**config.mk**
```make
export PLATFORM = sky130hd
export DESIGN_NAME = aids_diag_status
export DESIGN_NICKNAME = d
export VERILOG_FILES = /design/src/core/aids_pkg.sv /design/src/core/aids_blinker.sv /design/src/core/aids_diag_status.sv /design/src/core/aids_us_ticker.sv
export SDC_FILE = /design/constraint.sdc
export NUM_CORES = 1
export LEC_CHECK = 0
export BUFFER_PORTS_ARGS = -buffer_cell sky130_fd_sc_hd__buf_2
export CORE_UTILIZATION = 45
export CTS_CLUSTER_DIAMETER = 150
export DETAILED_ROUTE_END_ITERATION = 16
export PLACE_DENSITY = 0.65
export REMOVE_ABC_BUFFERS = 1
export SYNTH_ARGS = -nofsm -noshare
export SYNTH_HDL_FRONTEND = slang
export SYNTH_SLANG_ARGS = --single-unit
```
**constraint.sdc**
```tcl
create_clock -name clk_sys -period 6.6 [get_ports clk_sys]
set_clock_uncertainty 0.15 [all_clocks]
set_input_delay 0.33 -clock clk_sys [delete_from_list [all_inputs] [get_ports clk_sys]]
set_output_delay 0.33 -clock clk_sys [all_outputs]
set_load 0.01 [all_outputs]
```
**src/core/aids_pkg.sv**
```systemverilog
package aids_pkg;

  // Record constants
  localparam logic [7:0]  DIAG_BITS_PER_CHANNEL = 8'h08;   // Fixed diagnostic bits per channel
  localparam logic [7:0]  CHANNEL_COUNT         = 8'h02;   // Fixed channel count
  localparam logic [7:0]  RESERVED_BYTE         = 8'h00;   // Reserved bytes read as zero
  localparam int          NUM_UNUSED_BYTES      = 6;       // Unused channel error bytes

  // Input image byte offsets
  localparam logic [1:0]  IMG_OFFS_CH0          = 2'h0;    // Channel 0 value offset
  localparam logic [1:0]  IMG_OFFS_CH1          = 2'h2;    // Channel 1 value offset

  // Record byte index in the diagnostic record port
  localparam logic [4:0]  REC_BITS_PER_CH       = 5'h00;   // Bits per channel byte
  localparam logic [4:0]  REC_CH_COUNT          = 5'h01;   // Channel count byte
  localparam logic [4:0]  REC_GROUP_SUMMARY     = 5'h02;   // Group summary byte
  localparam logic [4:0]  REC_CH0_FLAGS         = 5'h03;   // Channel 0 error byte
  localparam logic [4:0]  REC_CH1_FLAGS         = 5'h04;   // Channel 1 error byte
  localparam logic [4:0]  REC_UNUSED_FIRST      = 5'h05;   // First unused byte
  localparam logic [4:0]  REC_STAMP_FIRST       = 5'h0B;   // Timestamp byte 0

  // Channel error byte fields
  localparam int          ERR_BIT_PARAM         = 0;       // Parameterization error
  localparam int          ERR_BIT_RAW_HIGH      = 1;       // Raw value above range
  localparam int          ERR_BIT_RAW_LOW       = 2;       // Raw value below range
  localparam int          ERR_BIT_SUPPLY        = 4;       // Sensor supply error
  localparam int          ERR_BIT_IRQ_LOST      = 5;       // Process interrupt lost
  localparam int          ERR_BIT_UNDERFLOW     = 6;       // Measuring range underflow
  localparam int          ERR_BIT_OVERFLOW      = 7;       // Measuring range overflow

  // Timing
  localparam int          CLK_HZ                = 50_000_000;          // System clock rate
  localparam int          TICK_NS               = 1000;                // Ticker period in ns
  localparam int          CLK_NS                = 1_000_000_000 / CLK_HZ;
  localparam int          TICK_CYCLES           = TICK_NS / CLK_NS;    // Cycles per microsecond
  localparam int          BLINK_HZ              = 2;                   // Fault blink rate
  localparam int          BLINK_HALF_CYCLES     = CLK_HZ / (2 * BLINK_HZ); // Half blink period

  // Per-channel condition inputs from the front end
  typedef struct packed {
    logic paramErr;     // Parameterization error
    logic rawHigh;      // Raw value above range
    logic rawLow;       // Raw value below range
    logic supplyErr;    // Sensor supply error
    logic irqLost;      // Process interrupt lost
    logic underflow;    // Measuring range underflow
    logic overflow;     // Measuring range overflow
  } aids_chan_cond_type;

  // LED group
  typedef struct packed {
    logic       run;       // Green run indicator
    logic       fault;     // Red module fault indicator
    logic [1:0] chanFault; // Red channel indicators
  } aids_led_type;

endpackage : aids_pkg

```
**src/core/aids_blinker.sv**
```systemverilog
`timescale 1ns/1ps
`default_nettype none

module aids_blinker #(
  parameter int HALF = aids_pkg::BLINK_HALF_CYCLES        // Cycles per half blink period
) (
  input  wire logic clk_sys,                              // System clock
  input  wire logic reset,                                // Synchronous reset, high
  input  wire logic clkEn,                                // Clock enable
  output logic      blink                                 // Square wave at blink rate
);

  localparam int CW = $clog2(HALF);

  logic [CW-1:0] cnt_q, cnt_d;     // Half period counter
  logic          ph_q, ph_d;       // Phase

  // Next-state: toggle phase each half period
  always_comb begin
    cnt_d = cnt_q + CW'(1);
    ph_d  = ph_q;
    if (cnt_q == CW'(HALF - 1)) begin
      cnt_d = '0;
      ph_d  = ~ph_q;
    end
  end

  // Register
  always_ff @(posedge clk_sys) begin
    if (reset) begin
      cnt_q <= '0;
      ph_q  <= 1'b0;
    end else if (clkEn) begin
      cnt_q <= cnt_d;
      ph_q  <= ph_d;
    end
  end

  assign blink = ph_q;

endmodule : aids_blinker

`default_nettype wire

```
**src/core/aids_diag_status.sv**
```systemverilog
// Operation
// Record reports eight diagnostic bits per channel
// Record reports two channels
// Summary bit per channel group error
// Channel byte bit0 parameterization error
// Bit1 raw above, bit2 raw below
// Bit4 sensor supply error, bit3 reserved
// Bit5 process interrupt lost
// Bit6 range underflow, bit7 range overflow
// Timestamp captures ticker at diagnostic event
// Ticker starts at zero, counts microseconds
// Ticker 32 bits, wraps to zero
// Run indicator off without bus communication
// Fault indicator lit on module error
// Both off means bus supply error
// Configuration error blinks fault at 2 Hz
// Channel indicator on range or parameter fault; here lit one cycle only, until the same fault opens the window
// No output image bytes used
// Input image: ch0 offset 0, ch1 offset 2
// Fault lit from first incoming to last going
`timescale 1ns/1ps
`default_nettype none

module aids_diag_status #(
  parameter int TICK_CYCLES = aids_pkg::TICK_CYCLES,      // Cycles per microsecond
  parameter int BLINK_HALF  = aids_pkg::BLINK_HALF_CYCLES  // Half blink period in cycles
) (
  input  wire logic                           clk_sys,       // System clock 50 MHz
  input  wire logic                           reset,         // Synchronous reset, high
  input  wire logic                           clkEn,         // Clock enable, freezes state
  // Front end, same clock domain
  input  wire logic [15:0]                    analogIn0,     // Channel 0 conversion result
  input  wire logic [15:0]                    analogIn1,     // Channel 1 conversion result
  input  wire aids_pkg::aids_chan_cond_type   cond0,         // Channel 0 conditions
  input  wire aids_pkg::aids_chan_cond_type   cond1,         // Channel 1 conditions
  // External status pins, asynchronous
  input  wire logic                           busCommOk,     // Bus communication possible
  input  wire logic                           busPowerOk,    // Bus power supply good
  input  wire logic                           configErr,     // Configuration error
  input  wire logic                           moduleErr,     // Module-level error
  // Backplane input image
  input  wire logic [1:0]                     imgAddr,       // Input image byte address
  output logic      [7:0]                     imgData,       // Input image byte
  // Diagnostic record read port
  input  wire logic [4:0]                     recAddr,       // Record byte index
  output logic      [7:0]                     recData,       // Record byte
  output logic                                diagActive,    // Diagnostic window open
  // Indicators
  output aids_pkg::aids_led_type              leds           // Status indicators
);

  // the block has no output image port at all

  // Pin synchronisers, two flops each
  logic [3:0] sync1_q, sync2_q;    // Stage one only feeds stage two
  always_ff @(posedge clk_sys) begin
    if (reset) begin
      sync1_q <= 4'h0;
      sync2_q <= 4'h0;
    end else if (clkEn) begin
      sync1_q <= {moduleErr, configErr, busPowerOk, busCommOk};
      sync2_q <= sync1_q;
    end
  end

  logic commOk, pwrOk, cfgErr, modErr;
  assign commOk = sync2_q[0];
  assign pwrOk  = sync2_q[1];
  assign cfgErr = sync2_q[2];
  assign modErr = sync2_q[3];

  // Ticker and blink source
  logic [31:0] usNow;              // Current microsecond count
  logic        blinkPh;            // 2 Hz square wave

  aids_us_ticker #(.CYCLES(TICK_CYCLES)) uTicker (
    .clk_sys (clk_sys),
    .reset   (reset),
    .clkEn   (clkEn),
    .usCount (usNow)
  );

  aids_blinker #(.HALF(BLINK_HALF)) uBlink (
    .clk_sys (clk_sys),
    .reset   (reset),
    .clkEn   (clkEn),
    .blink   (blinkPh)
  );

  // Build a channel error byte from its conditions
  function automatic logic [7:0] errByte(input aids_pkg::aids_chan_cond_type c);
    logic [7:0] b;
    b = 8'h00;                                        // Bit 3 stays reserved
    b[aids_pkg::ERR_BIT_PARAM]     = c.paramErr;
    b[aids_pkg::ERR_BIT_RAW_HIGH]  = c.rawHigh;
    b[aids_pkg::ERR_BIT_RAW_LOW]   = c.rawLow;
    b[aids_pkg::ERR_BIT_SUPPLY]    = c.supplyErr;
    b[aids_pkg::ERR_BIT_IRQ_LOST]  = c.irqLost;
    b[aids_pkg::ERR_BIT_UNDERFLOW] = c.underflow;
    b[aids_pkg::ERR_BIT_OVERFLOW]  = c.overflow;
    return b;
  endfunction : errByte

  // Diagnostic state
  logic [7:0]  channel_zero_error_flags_q, channel_zero_error_flags_d;  // Channel 0 error byte
  logic [7:0]  channel_one_error_flags_q, channel_one_error_flags_d;  // Channel 1 error byte
  logic [31:0] stamp_q,  stamp_d;   // Event timestamp
  logic        active_q, active_d;  // Window between incoming and going

  logic [7:0] new0, new1;
  logic       anyNow;
  assign new0   = errByte(cond0);
  assign new1   = errByte(cond1);
  assign anyNow = (new0 != 8'h00) || (new1 != 8'h00);

  // Window logic: the record freezes while the window is open, so later
  // events inside it are dropped, matching the incoming/going model
  always_comb begin
    channel_zero_error_flags_d = channel_zero_error_flags_q;
    channel_one_error_flags_d = channel_one_error_flags_q;
    stamp_d  = stamp_q;
    active_d = active_q;
    if (!active_q && anyNow) begin
      // Incoming event: capture flags and ticker together
      channel_zero_error_flags_d = new0;
      channel_one_error_flags_d = new1;
      stamp_d  = usNow;
      active_d = 1'b1;
    end else if (active_q && !anyNow) begin
      // Going event: every cause has cleared
      channel_zero_error_flags_d = 8'h00;
      channel_one_error_flags_d = 8'h00;
      active_d = 1'b0;
    end
  end

  always_ff @(posedge clk_sys) begin
    if (reset) begin
      channel_zero_error_flags_q <= 8'h00;
      channel_one_error_flags_q <= 8'h00;
      stamp_q  <= 32'h0;
      active_q <= 1'b0;
    end else if (clkEn) begin
      channel_zero_error_flags_q <= channel_zero_error_flags_d;
      channel_one_error_flags_q <= channel_one_error_flags_d;
      stamp_q  <= stamp_d;
      active_q <= active_d;
    end
  end

  // Record byte mux, combinational part
  logic [7:0] rec_d;
  always_comb begin
    case (recAddr)
      aids_pkg::REC_BITS_PER_CH:   rec_d = aids_pkg::DIAG_BITS_PER_CHANNEL;
      aids_pkg::REC_CH_COUNT:      rec_d = aids_pkg::CHANNEL_COUNT;
      aids_pkg::REC_GROUP_SUMMARY: rec_d = {6'h00, channel_one_error_flags_q != 8'h00, channel_zero_error_flags_q != 8'h00};
      aids_pkg::REC_CH0_FLAGS:     rec_d = channel_zero_error_flags_q;
      aids_pkg::REC_CH1_FLAGS:     rec_d = channel_one_error_flags_q;
      aids_pkg::REC_STAMP_FIRST:         rec_d = stamp_q[7:0];
      aids_pkg::REC_STAMP_FIRST + 5'h1:  rec_d = stamp_q[15:8];
      aids_pkg::REC_STAMP_FIRST + 5'h2:  rec_d = stamp_q[23:16];
      aids_pkg::REC_STAMP_FIRST + 5'h3:  rec_d = stamp_q[31:24];
      default:                     rec_d = aids_pkg::RESERVED_BYTE;  // Unused and beyond
    endcase
  end

  // Input image mux, little-endian within each value
  logic [7:0] img_d;
  always_comb begin
    case (imgAddr)
      aids_pkg::IMG_OFFS_CH0:        img_d = analogIn0[7:0];
      aids_pkg::IMG_OFFS_CH0 + 2'h1: img_d = analogIn0[15:8];
      aids_pkg::IMG_OFFS_CH1:        img_d = analogIn1[7:0];
      default:                       img_d = analogIn1[15:8];
    endcase
  end

  // LED decisions
  aids_pkg::aids_led_type led_d;
  logic faultLit;
  assign faultLit = modErr || active_q;
  always_comb begin
    led_d.run = commOk && pwrOk;
    if (cfgErr) begin
      led_d.fault = blinkPh;
    end else begin
      led_d.fault = faultLit && pwrOk;
    end
    // Channel lamps only in the run-lit, fault-off state
    led_d.chanFault[0] = led_d.run && !faultLit && !cfgErr &&
                         (cond0.underflow || cond0.overflow || cond0.paramErr);
    led_d.chanFault[1] = led_d.run && !faultLit && !cfgErr &&
                         (cond1.underflow || cond1.overflow || cond1.paramErr);
  end

  // Output registers
  always_ff @(posedge clk_sys) begin
    if (reset) begin
      recData    <= 8'h00;
      imgData    <= 8'h00;
      diagActive <= 1'b0;
      leds       <= '0;
    end else if (clkEn) begin
      recData    <= rec_d;
      imgData    <= img_d;
      diagActive <= active_q;
      leds       <= led_d;
    end
  end

endmodule : aids_diag_status

`default_nettype wire

```
**src/core/aids_us_ticker.sv**
```systemverilog
`timescale 1ns/1ps
`default_nettype none

module aids_us_ticker #(
  parameter int CYCLES = aids_pkg::TICK_CYCLES            // Clock cycles per microsecond
) (
  input  wire logic        clk_sys,                       // System clock
  input  wire logic        reset,                         // Synchronous reset, high
  input  wire logic        clkEn,                         // Clock enable
  output logic      [31:0] usCount                        // Microsecond count
);

  localparam int PW = $clog2(CYCLES);

  logic [PW-1:0] pre_q, pre_d;     // Prescaler
  logic [31:0]   cnt_q, cnt_d;     // Ticker

  // Next-state: prescale to 1 us, 32-bit count wraps to zero naturally
  always_comb begin
    pre_d = pre_q;
    cnt_d = cnt_q;
    if (pre_q == PW'(CYCLES - 1)) begin
      pre_d = '0;
      cnt_d = cnt_q + 32'h1;
    end else begin
      pre_d = pre_q + PW'(1);
    end
  end

  // Register; reset stands for power-on so count starts at zero
  always_ff @(posedge clk_sys) begin
    if (reset) begin
      pre_q <= '0;
      cnt_q <= 32'h0;
    end else if (clkEn) begin
      pre_q <= pre_d;
      cnt_q <= cnt_d;
    end
  end

  assign usCount = cnt_q;

endmodule : aids_us_ticker

`default_nettype wire

```
==> results_dict.tcl, run 1 <==
set metrics [dict create \
    critPathLaunchType "input port" \
    first_global_vias 5229 \
    swShare 0.240 \
    synth-main-ff-cell "dfxtp_1" \
    rrSetupSlack_ns 4.13 \
    worstMarginPinSlew_ns 1.08 \
    worstPathArrival_ns 2.65 \
    min_path_type "in -> reg" \
    root_buffer "clkbuf_16" \
    syn_area_um2 6350 \
    crit_start "clkEn" \
    async_flop_share 0 \
    drtPass1Iterations 11 \
    crit_end "uTicker.usCount[30]" \
    port_buffers 80 \
    vias 5489 \
    post-route-util 0.533 \
    rsz0062_at_grt "no" \
    drv_cap 0 \
    fmax_mhz 396 \
    start_util 0.459 \
    power.internal_mw 1.42 \
    synth.top_cells.by_area "dfxtp_1 44%, nand2_1 7.5%, a21oi_1 5.4%, nor2_1 5.0%, mux2i_1 4.1%" \
    yosysTopAreaCell "dfxtp_1" \
    required_ns 6.72 \
    ys_seq_elements 139 \
    layout.cells.non_filler 1006 \
    netlist_instances 756 \
    grt_max_degree 77 \
    reg2reg_to "uTicker.usCount[30]" \
    place_inst 973 \
    setup_slack_ns 4.07 \
    yosysWarnings 0 \
    antenna_found_initial 0 \
    synth_top_area_frac 0.438 \
    grt_usage 0.216 \
    cts_buffers 17 \
    power_frac_comb 0.065 \
    nets 879 \
    crit_fanout 36 \
    seqPwrFrac 0.464 \
    slowest_stage "nor4_2" \
    cts.clk_slew.worst_paths_ns 0.06 \
    gp_congestion 0.901 \
    grt_overflow 0 \
    drt_iter0_markers 370 \
    failed_checks "DRC" \
    synth_common_cells "139 x dfxtp_1, 126 x nand2_1, 84 x nor2_1" \
    area_growth_syn_to_layout_pct 16.2 \
    p_leak_nw 2.66 \
    hold_viol 0 \
    die_x_um 121 \
    synth-edff-count 0 \
    io-pin-count 81 \
    p_sw_uw 448 \
    endpoint_kind "flip-flop" \
    clk_latency_ns 0.42 \
    routed_via_density 5.46 \
    seq_area_frac_synth 0.438 \
    core_um2 13800 \
    ys_types 53 \
    drc 2 \
    syn_area_per_cell_um2 8.39 \
    numClockSinks 139 \
    htree_levels 4 \
    ant_nets 0 \
    min_period_over_period 0.383 \
    n_antenna_cell 0 \
    rows 43 \
    rr_startpoint "uTicker.pre_q[0]" \
    tns_ns 0 \
    post_drt_wl_per_cell_um 15.0 \
    die_area_um2 14600 \
    worstSetupPathType "in -> reg" \
    p_per_area_nw_per_um2 254 \
    hpwl_um 10700 \
    clockBufferDepth 2 \
    place_area_um2 6810 \
    die_h_um 121 \
    relSlewSlack 0.278 \
    wirelength_um 15100 \
    drive_above_1_share 0.163 \
    path_cells "buf_2 > and4bb_4 > nand4_1 > nor4_2 > a41o_1 > a21oi_1" \
    slowest_delay_ns 0.76 \
    grt_first_pass_wirelength_um 24900 \
    reg2reg_depth 6 \
    cts_tree "built" \
    setup-violations-final 0 \
    period_needed_ns 2.53 \
    synth.most_common_cell "dfxtp_1" \
    slew_violations 0 \
    fin_area_um2 7370 \
    status "complete, but fails checks" \
    max-vdd-ir-drop_v 0.000193 \
    power_frac_clock 0.472 \
    dp_slack_ns 3.62 \
]
registers in the layout (all words and copies together) (netlist names):
name and cells:
active_q 1, channel_one_error_flags_q 7, channel_zero_error_flags_q 7, diagActive 1, imgData 8, leds 4
recData 8, stamp_q 32, sync1_q 4, sync2_q 4, uBlink.blink 1, uBlink.cnt_q 24
uTicker.pre_q 6, uTicker.usCount 32
cell usage in the layout, fill, tap and decap left out, drive strengths merged, types with 6 or more instances in the layout:
master	count
dfxtp	139
nand2	126
nor2	84
buf	81
a21oi	69
nand3	42
mux2i	26
xor2	25
nand4	20
xnor2	19
nor3	19
clkbuf	18
inv	16
o21ai	11
nor4	11
and2	9
mux4	8
a211oi	8
and4	8
clkinv	8
nand3b	6
and3	6
o2bb2ai	6
or3	6
how the worst min path moves through the flow:
stage | slack [ns] | cells after the start | endpoint | start
floorplan | 0.25 | 1 | active_q | reset
global placement | 0.29 | 2 | stamp_q[13] | stamp_q[13]
detailed placement | 0.30 | 2 | stamp_q[11] | stamp_q[11]
CTS | 0.007 | 3 | sync1_q[3] | moduleErr
global route | 0.03 | 3 | sync1_q[1] | busPowerOk
finish | 0.02 | 3 | sync1_q[1] | busPowerOk
power groups by stage:
stage | sequential [mW] | clock [mW] | combinational [mW]
floorplan | 0.883 | 0 | 0.0580
detailed placement | 0.885 | 0 | 0.119
finish | 0.867 | 0.883 | 0.121
global placement | 0.884 | 0 | 0.116
global route | 0.868 | 0.931 | 0.133
CTS | 0.867 | 0.890 | 0.121
per-layer routing:
metal	vias to the layer above	routed length, µm	GRT usage
met2	98	7210	0.348
met1	2617	6980	0.277
met3	31	454	0.0448
met4	0	442	0.0988
li1	2743	-	-
met5	-	0	0
cells by family (layout without fill, tap and decap cells):
logic type | count (synthesis) | in the layout | synth area share
simple gates | 356 | 356 | 0.270
flops | 139 | 139 | 0.438
compound gates | 113 | 113 | 0.106
buf+inv | 60 | 130 | 0.0365
xor+xnor | 44 | 44 | 0.0607
mux | 38 | 38 | 0.0765
fa+ha+maj | 6 | 6 | 0.0114
stage by stage:
step / hold slack, ns / power (mW)
global placement: 0.293 / 1.00
floorplan: 0.249 / 0.941
global route: 0.0263 / 1.93
CTS: 0.00728 / 1.88
detailed placement: 0.298 / 1.00
finish: 0.0167 / 1.87
what timing repair did:
action / in CTS / in global routing
hold endpoints to repair: 2 / 0
buffers inserted: 0 / 0
gates resized for setup: 0 / 0
hold buffers: 2 / 0
worst max-delay path, delay by kind of cell:
family / cells / cell delay [ns]
AOI/OAI and AO/OA: 2 / 0.35
buffers and inverters: 1 / 0.62
and+or+nand+nor: 3 / 1.33
area by class of cell:
type | count | area, µm²
Timing Repair Buffer | 83 | 430
Clock buffer | 18 | 439
Clock inverter | 13 | 104
Tap cell | 180 | 225
Fill cell | 1268 | 6450
Inverter | 16 | 60.1
Sequential cell | 139 | 2780
Multi-Input combinational cell | 557 | 3330
Note: power is estimated with default switching activity, not from simulation.
==> run 2, diff against run 1 <==
--- a/config.mk
+++ b/config.mk
@@ -5,11 +5,12 @@
 export SDC_FILE = /design/constraint.sdc
 export NUM_CORES = 1
 export LEC_CHECK = 0
+export ABC_AREA = 1
 export BUFFER_PORTS_ARGS = -buffer_cell sky130_fd_sc_hd__buf_2
 export CORE_UTILIZATION = 45
 export CTS_CLUSTER_DIAMETER = 150
 export DETAILED_ROUTE_END_ITERATION = 16
-export PLACE_DENSITY = 0.65
+export PLACE_DENSITY = 0.67
 export REMOVE_ABC_BUFFERS = 1
 export SYNTH_ARGS = -nofsm -noshare
 export SYNTH_HDL_FRONTEND = slang
==> constraint.sdc (replaced) <==
create_clock -name clk_sys -period 2.1 [get_ports clk_sys]
set_clock_uncertainty 0.15 [all_clocks]
set_input_delay 0.105 -clock clk_sys [delete_from_list [all_inputs] [get_ports clk_sys]]
set_output_delay 0.105 -clock clk_sys [all_outputs]
set_load 0.01 [all_outputs]
==> run 2 against run 1 <==
Compared with the run above:
- the run now ends clean
- core utilization grew 4.8 points
- design area grew 10%
- area after synthesis up 2.7%
- largest cell class unchanged
- non-clock buffer count up 48
- sequential power grew to 3.2 times the previous value
- register-to-register slack worse by 3.9 ns
- critical endpoint is now imgData[5]
==> results_dict.tcl, run 2 <==
set metrics [dict create \
    layout.cells.non_filler 1292 \
    status "finished, final reports clean" \
    highest_layer "met4" \
    die_h_um 122 \
    holdPathEnd "diagActive" \
    fmax_mhz 494 \
    synth_top_area_frac 0.427 \
    drive_above_1_share 0.126 \
    rr_startpoint "uTicker.pre_q[0]" \
    power_frac_clock 0.485 \
    worstMarginPinSlew_ns 0.588 \
    m1WireLength_um 8270 \
    place_area_um2 7130 \
    slew_violations 0 \
    place_inst 1227 \
    min_path_cells 3 \
    synth-main-ff-cell "dfxtp_1" \
    port_buffers 80 \
    htree_levels 4 \
    worstHoldStart "clkEn" \
    post-route-util 0.581 \
    grt_overflow 0 \
    dp_slack_ns 0.137 \
    layout_commonest_cell "nand2_1" \
    routed_via_density 4.99 \
    routed-wl-met3_um 609 \
    path_cells "dlygate4sd3_1 > buf_2 > a221oi_2 > dlygate4sd3_1 > a21oi_1 > dlygate4sd3_1" \
    worstPathArrival_ns 2.17 \
    gp_congestion 0.860 \
    clockBufferDepth 2 \
    period_needed_ns 2.02 \
    crit_top_cell "dlygate4sd3_1" \
    holdWs_ns 0.0716 \
    ant_nets 0 \
    drt_iter0_markers 454 \
    setup_slack_ns 0.0766 \
    slowest_stage "dlygate4sd3_1" \
    met2_wirelength_um 7630 \
    worst-path-buf-inv 4 \
    cts_tree "built" \
    syn_area_per_cell_um2 6.63 \
    p_per_area_nw_per_um2 794 \
    post_drt_wl_per_cell_um 12.9 \
    max-vdd-ir-drop_v 0.000578 \
    rows 43 \
    start_util 0.466 \
    nets 1167 \
    clk_latency_ns 0.42 \
    cts.clk_slew.worst_paths_ns 0.06 \
    root_buffer "clkbuf_16" \
    ys_seq_elements 139 \
    reg2reg_to "uTicker.usCount[25]" \
    tns_ns 0 \
    synth-edff-count 0 \
    io-pin-count 81 \
    min_period_over_period 0.964 \
    cts_buffers 17 \
    ys_types 34 \
    vias 6448 \
    hold_viol 0 \
    drtPass1Iterations 5 \
    yosysTopAreaCell "dfxtp_1" \
    antenna_found_initial 0 \
    layout_common_cells "250 x nand2_1, 166 x nor2_1, 139 x dfxtp_1" \
    die_area_um2 15000 \
    power.internal_mw 5.02 \
    grt_first_pass_wirelength_um 26900 \
    crit_fanout 1 \
    worstSetupPathType "in -> reg" \
    first_global_vias 5763 \
    setup-violations-final 0 \
    grt_max_degree 57 \
    endpoint_kind "flip-flop" \
    synth.top_cells.by_area "dfxtp_1 43%, nand2_1 14%, nor2_1 9.6%, a21oi_1 6.2%, o21ai_0 6.0%" \
    syn_area_um2 6510 \
    drv_cap 0 \
    p_sw_mw 1.44 \
    wirelength_um 16700 \
    netlist_instances 983 \
    critPathLaunchType "input port" \
    reg2reg_depth 9 \
    hpwl_um 12000 \
    p_total_mw 6.45 \
    core_um2 14000 \
    area_growth_syn_to_layout_pct 24.7 \
    die_x_um 122 \
    async_flop_share 0 \
    crit_family "buffers and inverters" \
    p_leak_nw 3.47 \
    seqPwrFrac 0.434 \
    slowest_delay_ns 0.57 \
    n_antenna_cell 0 \
    swShare 0.222 \
    relSlewSlack 0.607 \
    grt_usage 0.230 \
    numClockSinks 139 \
    power_frac_comb 0.082 \
    min_path_type "in -> reg" \
    synth.most_common_cell "nand2_1" \
    rrSetupSlack_ns 0.19 \
    required_ns 2.25 \
    fin_area_um2 8130 \
    rsz0062_at_grt "no" \
    seq_area_frac_synth 0.427 \
    yosysWarnings 0 \
    synth_common_cells "250 x nand2_1, 166 x nor2_1, 139 x dfxtp_1" \
    drc 0 \
]
run 2: changes by cell type after synthesis, sizes merged, moves of 19 or more:
| cell | delta |
|---|---|
| nor2 | +88 |
| inv | +85 |
| o21ai | +68 |
| mux2i | -26 |
| xor2 | -19 |
| nand2 | +124 |
run 2: area by class of cell:
type	instances	area, µm²
Inverter	101	382
Multi-Input combinational cell	712	3230
Clock buffer	20	467
Tap cell	180	225
Timing Repair Buffer	131	890
Sequential cell	139	2780
Clock inverter	9	145
Fill cell	1337	5860
run 2: worst min-delay path: cells and delay by family:
kind / cells / cell delay (ns)
compound gates: 1 / 0.12
buf+inv: 2 / 0.37
run 2: worst max path at each step:
stage / to / startpoint / cells past startpoint
floorplan: stamp_q[0] / cond0[5] / 7
global placement: stamp_q[27] / cond0[5] / 9
detailed placement: stamp_q[5] / cond0[6] / 9
CTS: stamp_q[15] / cond0[5] / 10
global route: channel_one_error_flags_q[5] / cond0[6] / 8
finish: imgData[5] / analogIn1[13] / 6
run 2: per-layer routing:
| metal | vias to the layer above | GRT usage |
|---|---|---|
| li1 | 3413 | - |
| met1 | 2886 | 0.305 |
| met5 | - | 0 |
| met4 | 0 | 0.0694 |
| met2 | 133 | 0.372 |
| met3 | 16 | 0.0493 |
run 2: logic make-up (layout without fill, tap and decap cells):
group,after synthesis,count (layout),synth area share
AO/OA/AOI/OAI,181,181,0.147
XOR/XNOR,8,8,0.0108
adder cells (fa/ha/maj),5,5,0.00960
buffers and inverters,132,261,0.0784
flip-flops,139,139,0.427
AND/OR/NAND/NOR,518,518,0.327
run 2: power by group through the flow:
stage               Clock [mW]  Sequential (mW)  Combinational (mW)
floorplan                    0             2.85               0.245
finish                    3.13             2.80               0.526
detailed placement           0             2.85               0.460
global placement             0             2.85               0.453
global route              3.28             2.81               0.591
CTS                       3.15             2.80               0.520
run 2: what timing repair did:
action / CTS / global route
endpoints found under the setup margin: 0 / 52
hold buffers: 36 / 0
hold endpoints to repair: 30 / 0
gates resized for setup: 0 / 9
buffers inserted: 0 / 0
==> run 3, diff against run 2 <==
--- a/config.mk
+++ b/config.mk
@@ -8,9 +8,10 @@
 export ABC_AREA = 1
 export BUFFER_PORTS_ARGS = -buffer_cell sky130_fd_sc_hd__buf_2
 export CORE_UTILIZATION = 45
+export CTS_BUF_LIST = sky130_fd_sc_hd__clkbuf_2
 export CTS_CLUSTER_DIAMETER = 150
 export DETAILED_ROUTE_END_ITERATION = 16
-export PLACE_DENSITY = 0.67
+export PLACE_DENSITY = 0.68
 export REMOVE_ABC_BUFFERS = 1
 export SYNTH_ARGS = -nofsm -noshare
 export SYNTH_HDL_FRONTEND = slang
==> constraint.sdc (replaced) <==
create_clock -name clk_sys -period 2.1 [get_ports clk_sys]
set_clock_uncertainty 0.15 [all_clocks]
set_input_delay 0.42 -clock clk_sys [delete_from_list [all_inputs] [get_ports clk_sys]]
set_output_delay 0.42 -clock clk_sys [all_outputs]
set_load 0.01 [all_outputs]
==> run 3 against run 2 <==
Compared with the run above:
- design area fell by 1.7%
- routed wire length up 0.69%
- global-route usage rose by 0.40 points
- sequential power barely moved
- clock power fell by 40%
- register-to-register slack worse by 0.02 ns
- largest cell class unchanged
==> results_dict.tcl, run 3 (synthesis gave the netlist of run 2 again) <==
set metrics [dict create \
    core_um2 14000 \
    rows 43 \
    fill_cells 1410 \
    wirelength_um 16800 \
    die_h_um 122 \
    cts_tree "built" \
    worstMarginPinSlew_ns 0.537 \
    clockBufferDepth 2 \
    htree_levels 4 \
    setup-violations-final 0 \
    routed_via_density 4.99 \
    drt_iter0_markers 522 \
    drv_cap 0 \
    slew_violations 0 \
    p_per_area_nw_per_um2 654 \
    first_global_vias 5734 \
    clk_latency_ns 0.73 \
    ant_nets 0 \
    gr-usage-met3 0.0516 \
    place_inst 1242 \
    port_buffers 80 \
    layout_common_cells "250 x nand2_1, 165 x nor2_1, 139 x dfxtp_1" \
    cts_buffers 17 \
    relSlewSlack 0.641 \
    crit_fanout 15 \
    gp_congestion 0.850 \
    cts.clk_slew.worst_paths_ns 0.18 \
    grt_first_pass_wirelength_um 27300 \
    hold_viol 0 \
    postCtsSetupRepairBufs 0 \
    area_growth_syn_to_layout_pct 22.6 \
    status "finished, final reports clean" \
    layout.cells.non_filler 1318 \
    period_needed_ns 1.95 \
    grtUsageMet2 0.368 \
    start_util 0.466 \
    rsz0062_at_grt "no" \
    worstPathArrival_ns 2.42 \
    grt-busiest-layer "met2" \
    critPathLaunchType "input port" \
    layout_commonest_cell "nand2_1" \
    p_total_mw 5.22 \
    drive_above_1_share 0.135 \
    tns_ns 0 \
    post-route-util 0.571 \
    vias 6571 \
    fmax_mhz 513 \
    hpwl_um 12000 \
    holdWs_ns 0.0704 \
    grt_usage 0.234 \
    grt_max_degree 57 \
    die_x_um 122 \
    max-vdd-ir-drop_v 0.000313 \
    min_path_type "in -> reg" \
    drc 0 \
    nets 1189 \
    post_drt_wl_per_cell_um 12.8 \
    drtPass1Iterations 7 \
    min_period_over_period 0.928 \
    required_ns 2.57 \
    numClockSinks 139 \
    antenna_found_initial 1 \
    endpoint_kind "flip-flop" \
    met1_usage 0.319 \
    io-pin-count 81 \
    die_area_um2 15000 \
    worstSetupPathType "in -> reg" \
    p_leak_nw 3.42 \
    root_buffer "clkbuf_2" \
    grt_overflow 0 \
]
-- run 3: cell types whose count changed in the layout (fill, tap and decap cells not counted), sizes merged --
cell         delta
bufinv          +1
inv             +1
diode           +1
dlygate4sd3     +7
clkinvlp        +3
clkbuf          -1
buf            +15
clkinv          -1
-- run 3: report_power, final --
part	total [mW]	internal [mW]	switching (mW)	leakage, nW
clock network	1.88	0.900	0.980	0.163
logic	0.540	0.245	0.295	2.12
registers	2.80	2.74	0.0591	1.13
total	5.22	3.89	1.33	3.42
-- run 3: repair_timing --
action,4_1_cts,5_1_grt
endpoints found under the hold margin,56,0
endpoints found under the setup margin,0,1
resized for setup,0,1
hold buffers,43,0
-- run 3: path summary, 6_finish.rpt --
path / cells past startpoint / from / slack (ns) / end
worst min register to register: 2 / uTicker.pre_q[5] / 0.31 / uTicker.pre_q[5]
worst max-delay path: 8 / cond0[5] / 0.15 / channel_zero_error_flags_q[6]
worst max register to register: 10 / uTicker.pre_q[1] / 0.17 / uTicker.usCount[25]
worst min-delay path: 7 / recAddr[0] / 0.07 / recData[1]
-- run 3: worst max-delay path, cell delays in order --
cell and delay [ns]:
dlygate4sd3_1 0.54, buf_2 0.13, nor4_1 0.29, nand4_1 0.13
ha_1 0.30, or2_2 0.43, nand2_1 0.10, a21oi_1 0.06
-- run 3: final cells by class --
type                       count  area (µm²)  share of cell area
antenna                        1        2.50            0.000313
inverter                     101         379              0.0475
sequential                   139        2780               0.348
clock inverter                13         198              0.0247
tap                          180         225              0.0282
timing repair buffer         153        1080               0.135
clock buffer                  19        95.1              0.0119
multi-input combinational    712        3220               0.404
-- run 3: metal layers --
layer | share of wire | wire length (µm)
met1 | 0.50 | 8420
met2 | 0.45 | 7560
met3 | 0.039 | 654
met4 | 0.011 | 192
met5 | 0 | 0
-- run 3: per-stage QoR --
stage | instance area [µm²] | worst slack (ns)
3_5_place_dp | 7260 | -0.0619
2_1_floorplan | 6380 | -0.125
4_1_cts | 7980 | 0.111
5_1_grt | 7990 | 0.0280
3_3_place_gp | 7260 | -0.0419
6_report | 7990 | 0.152
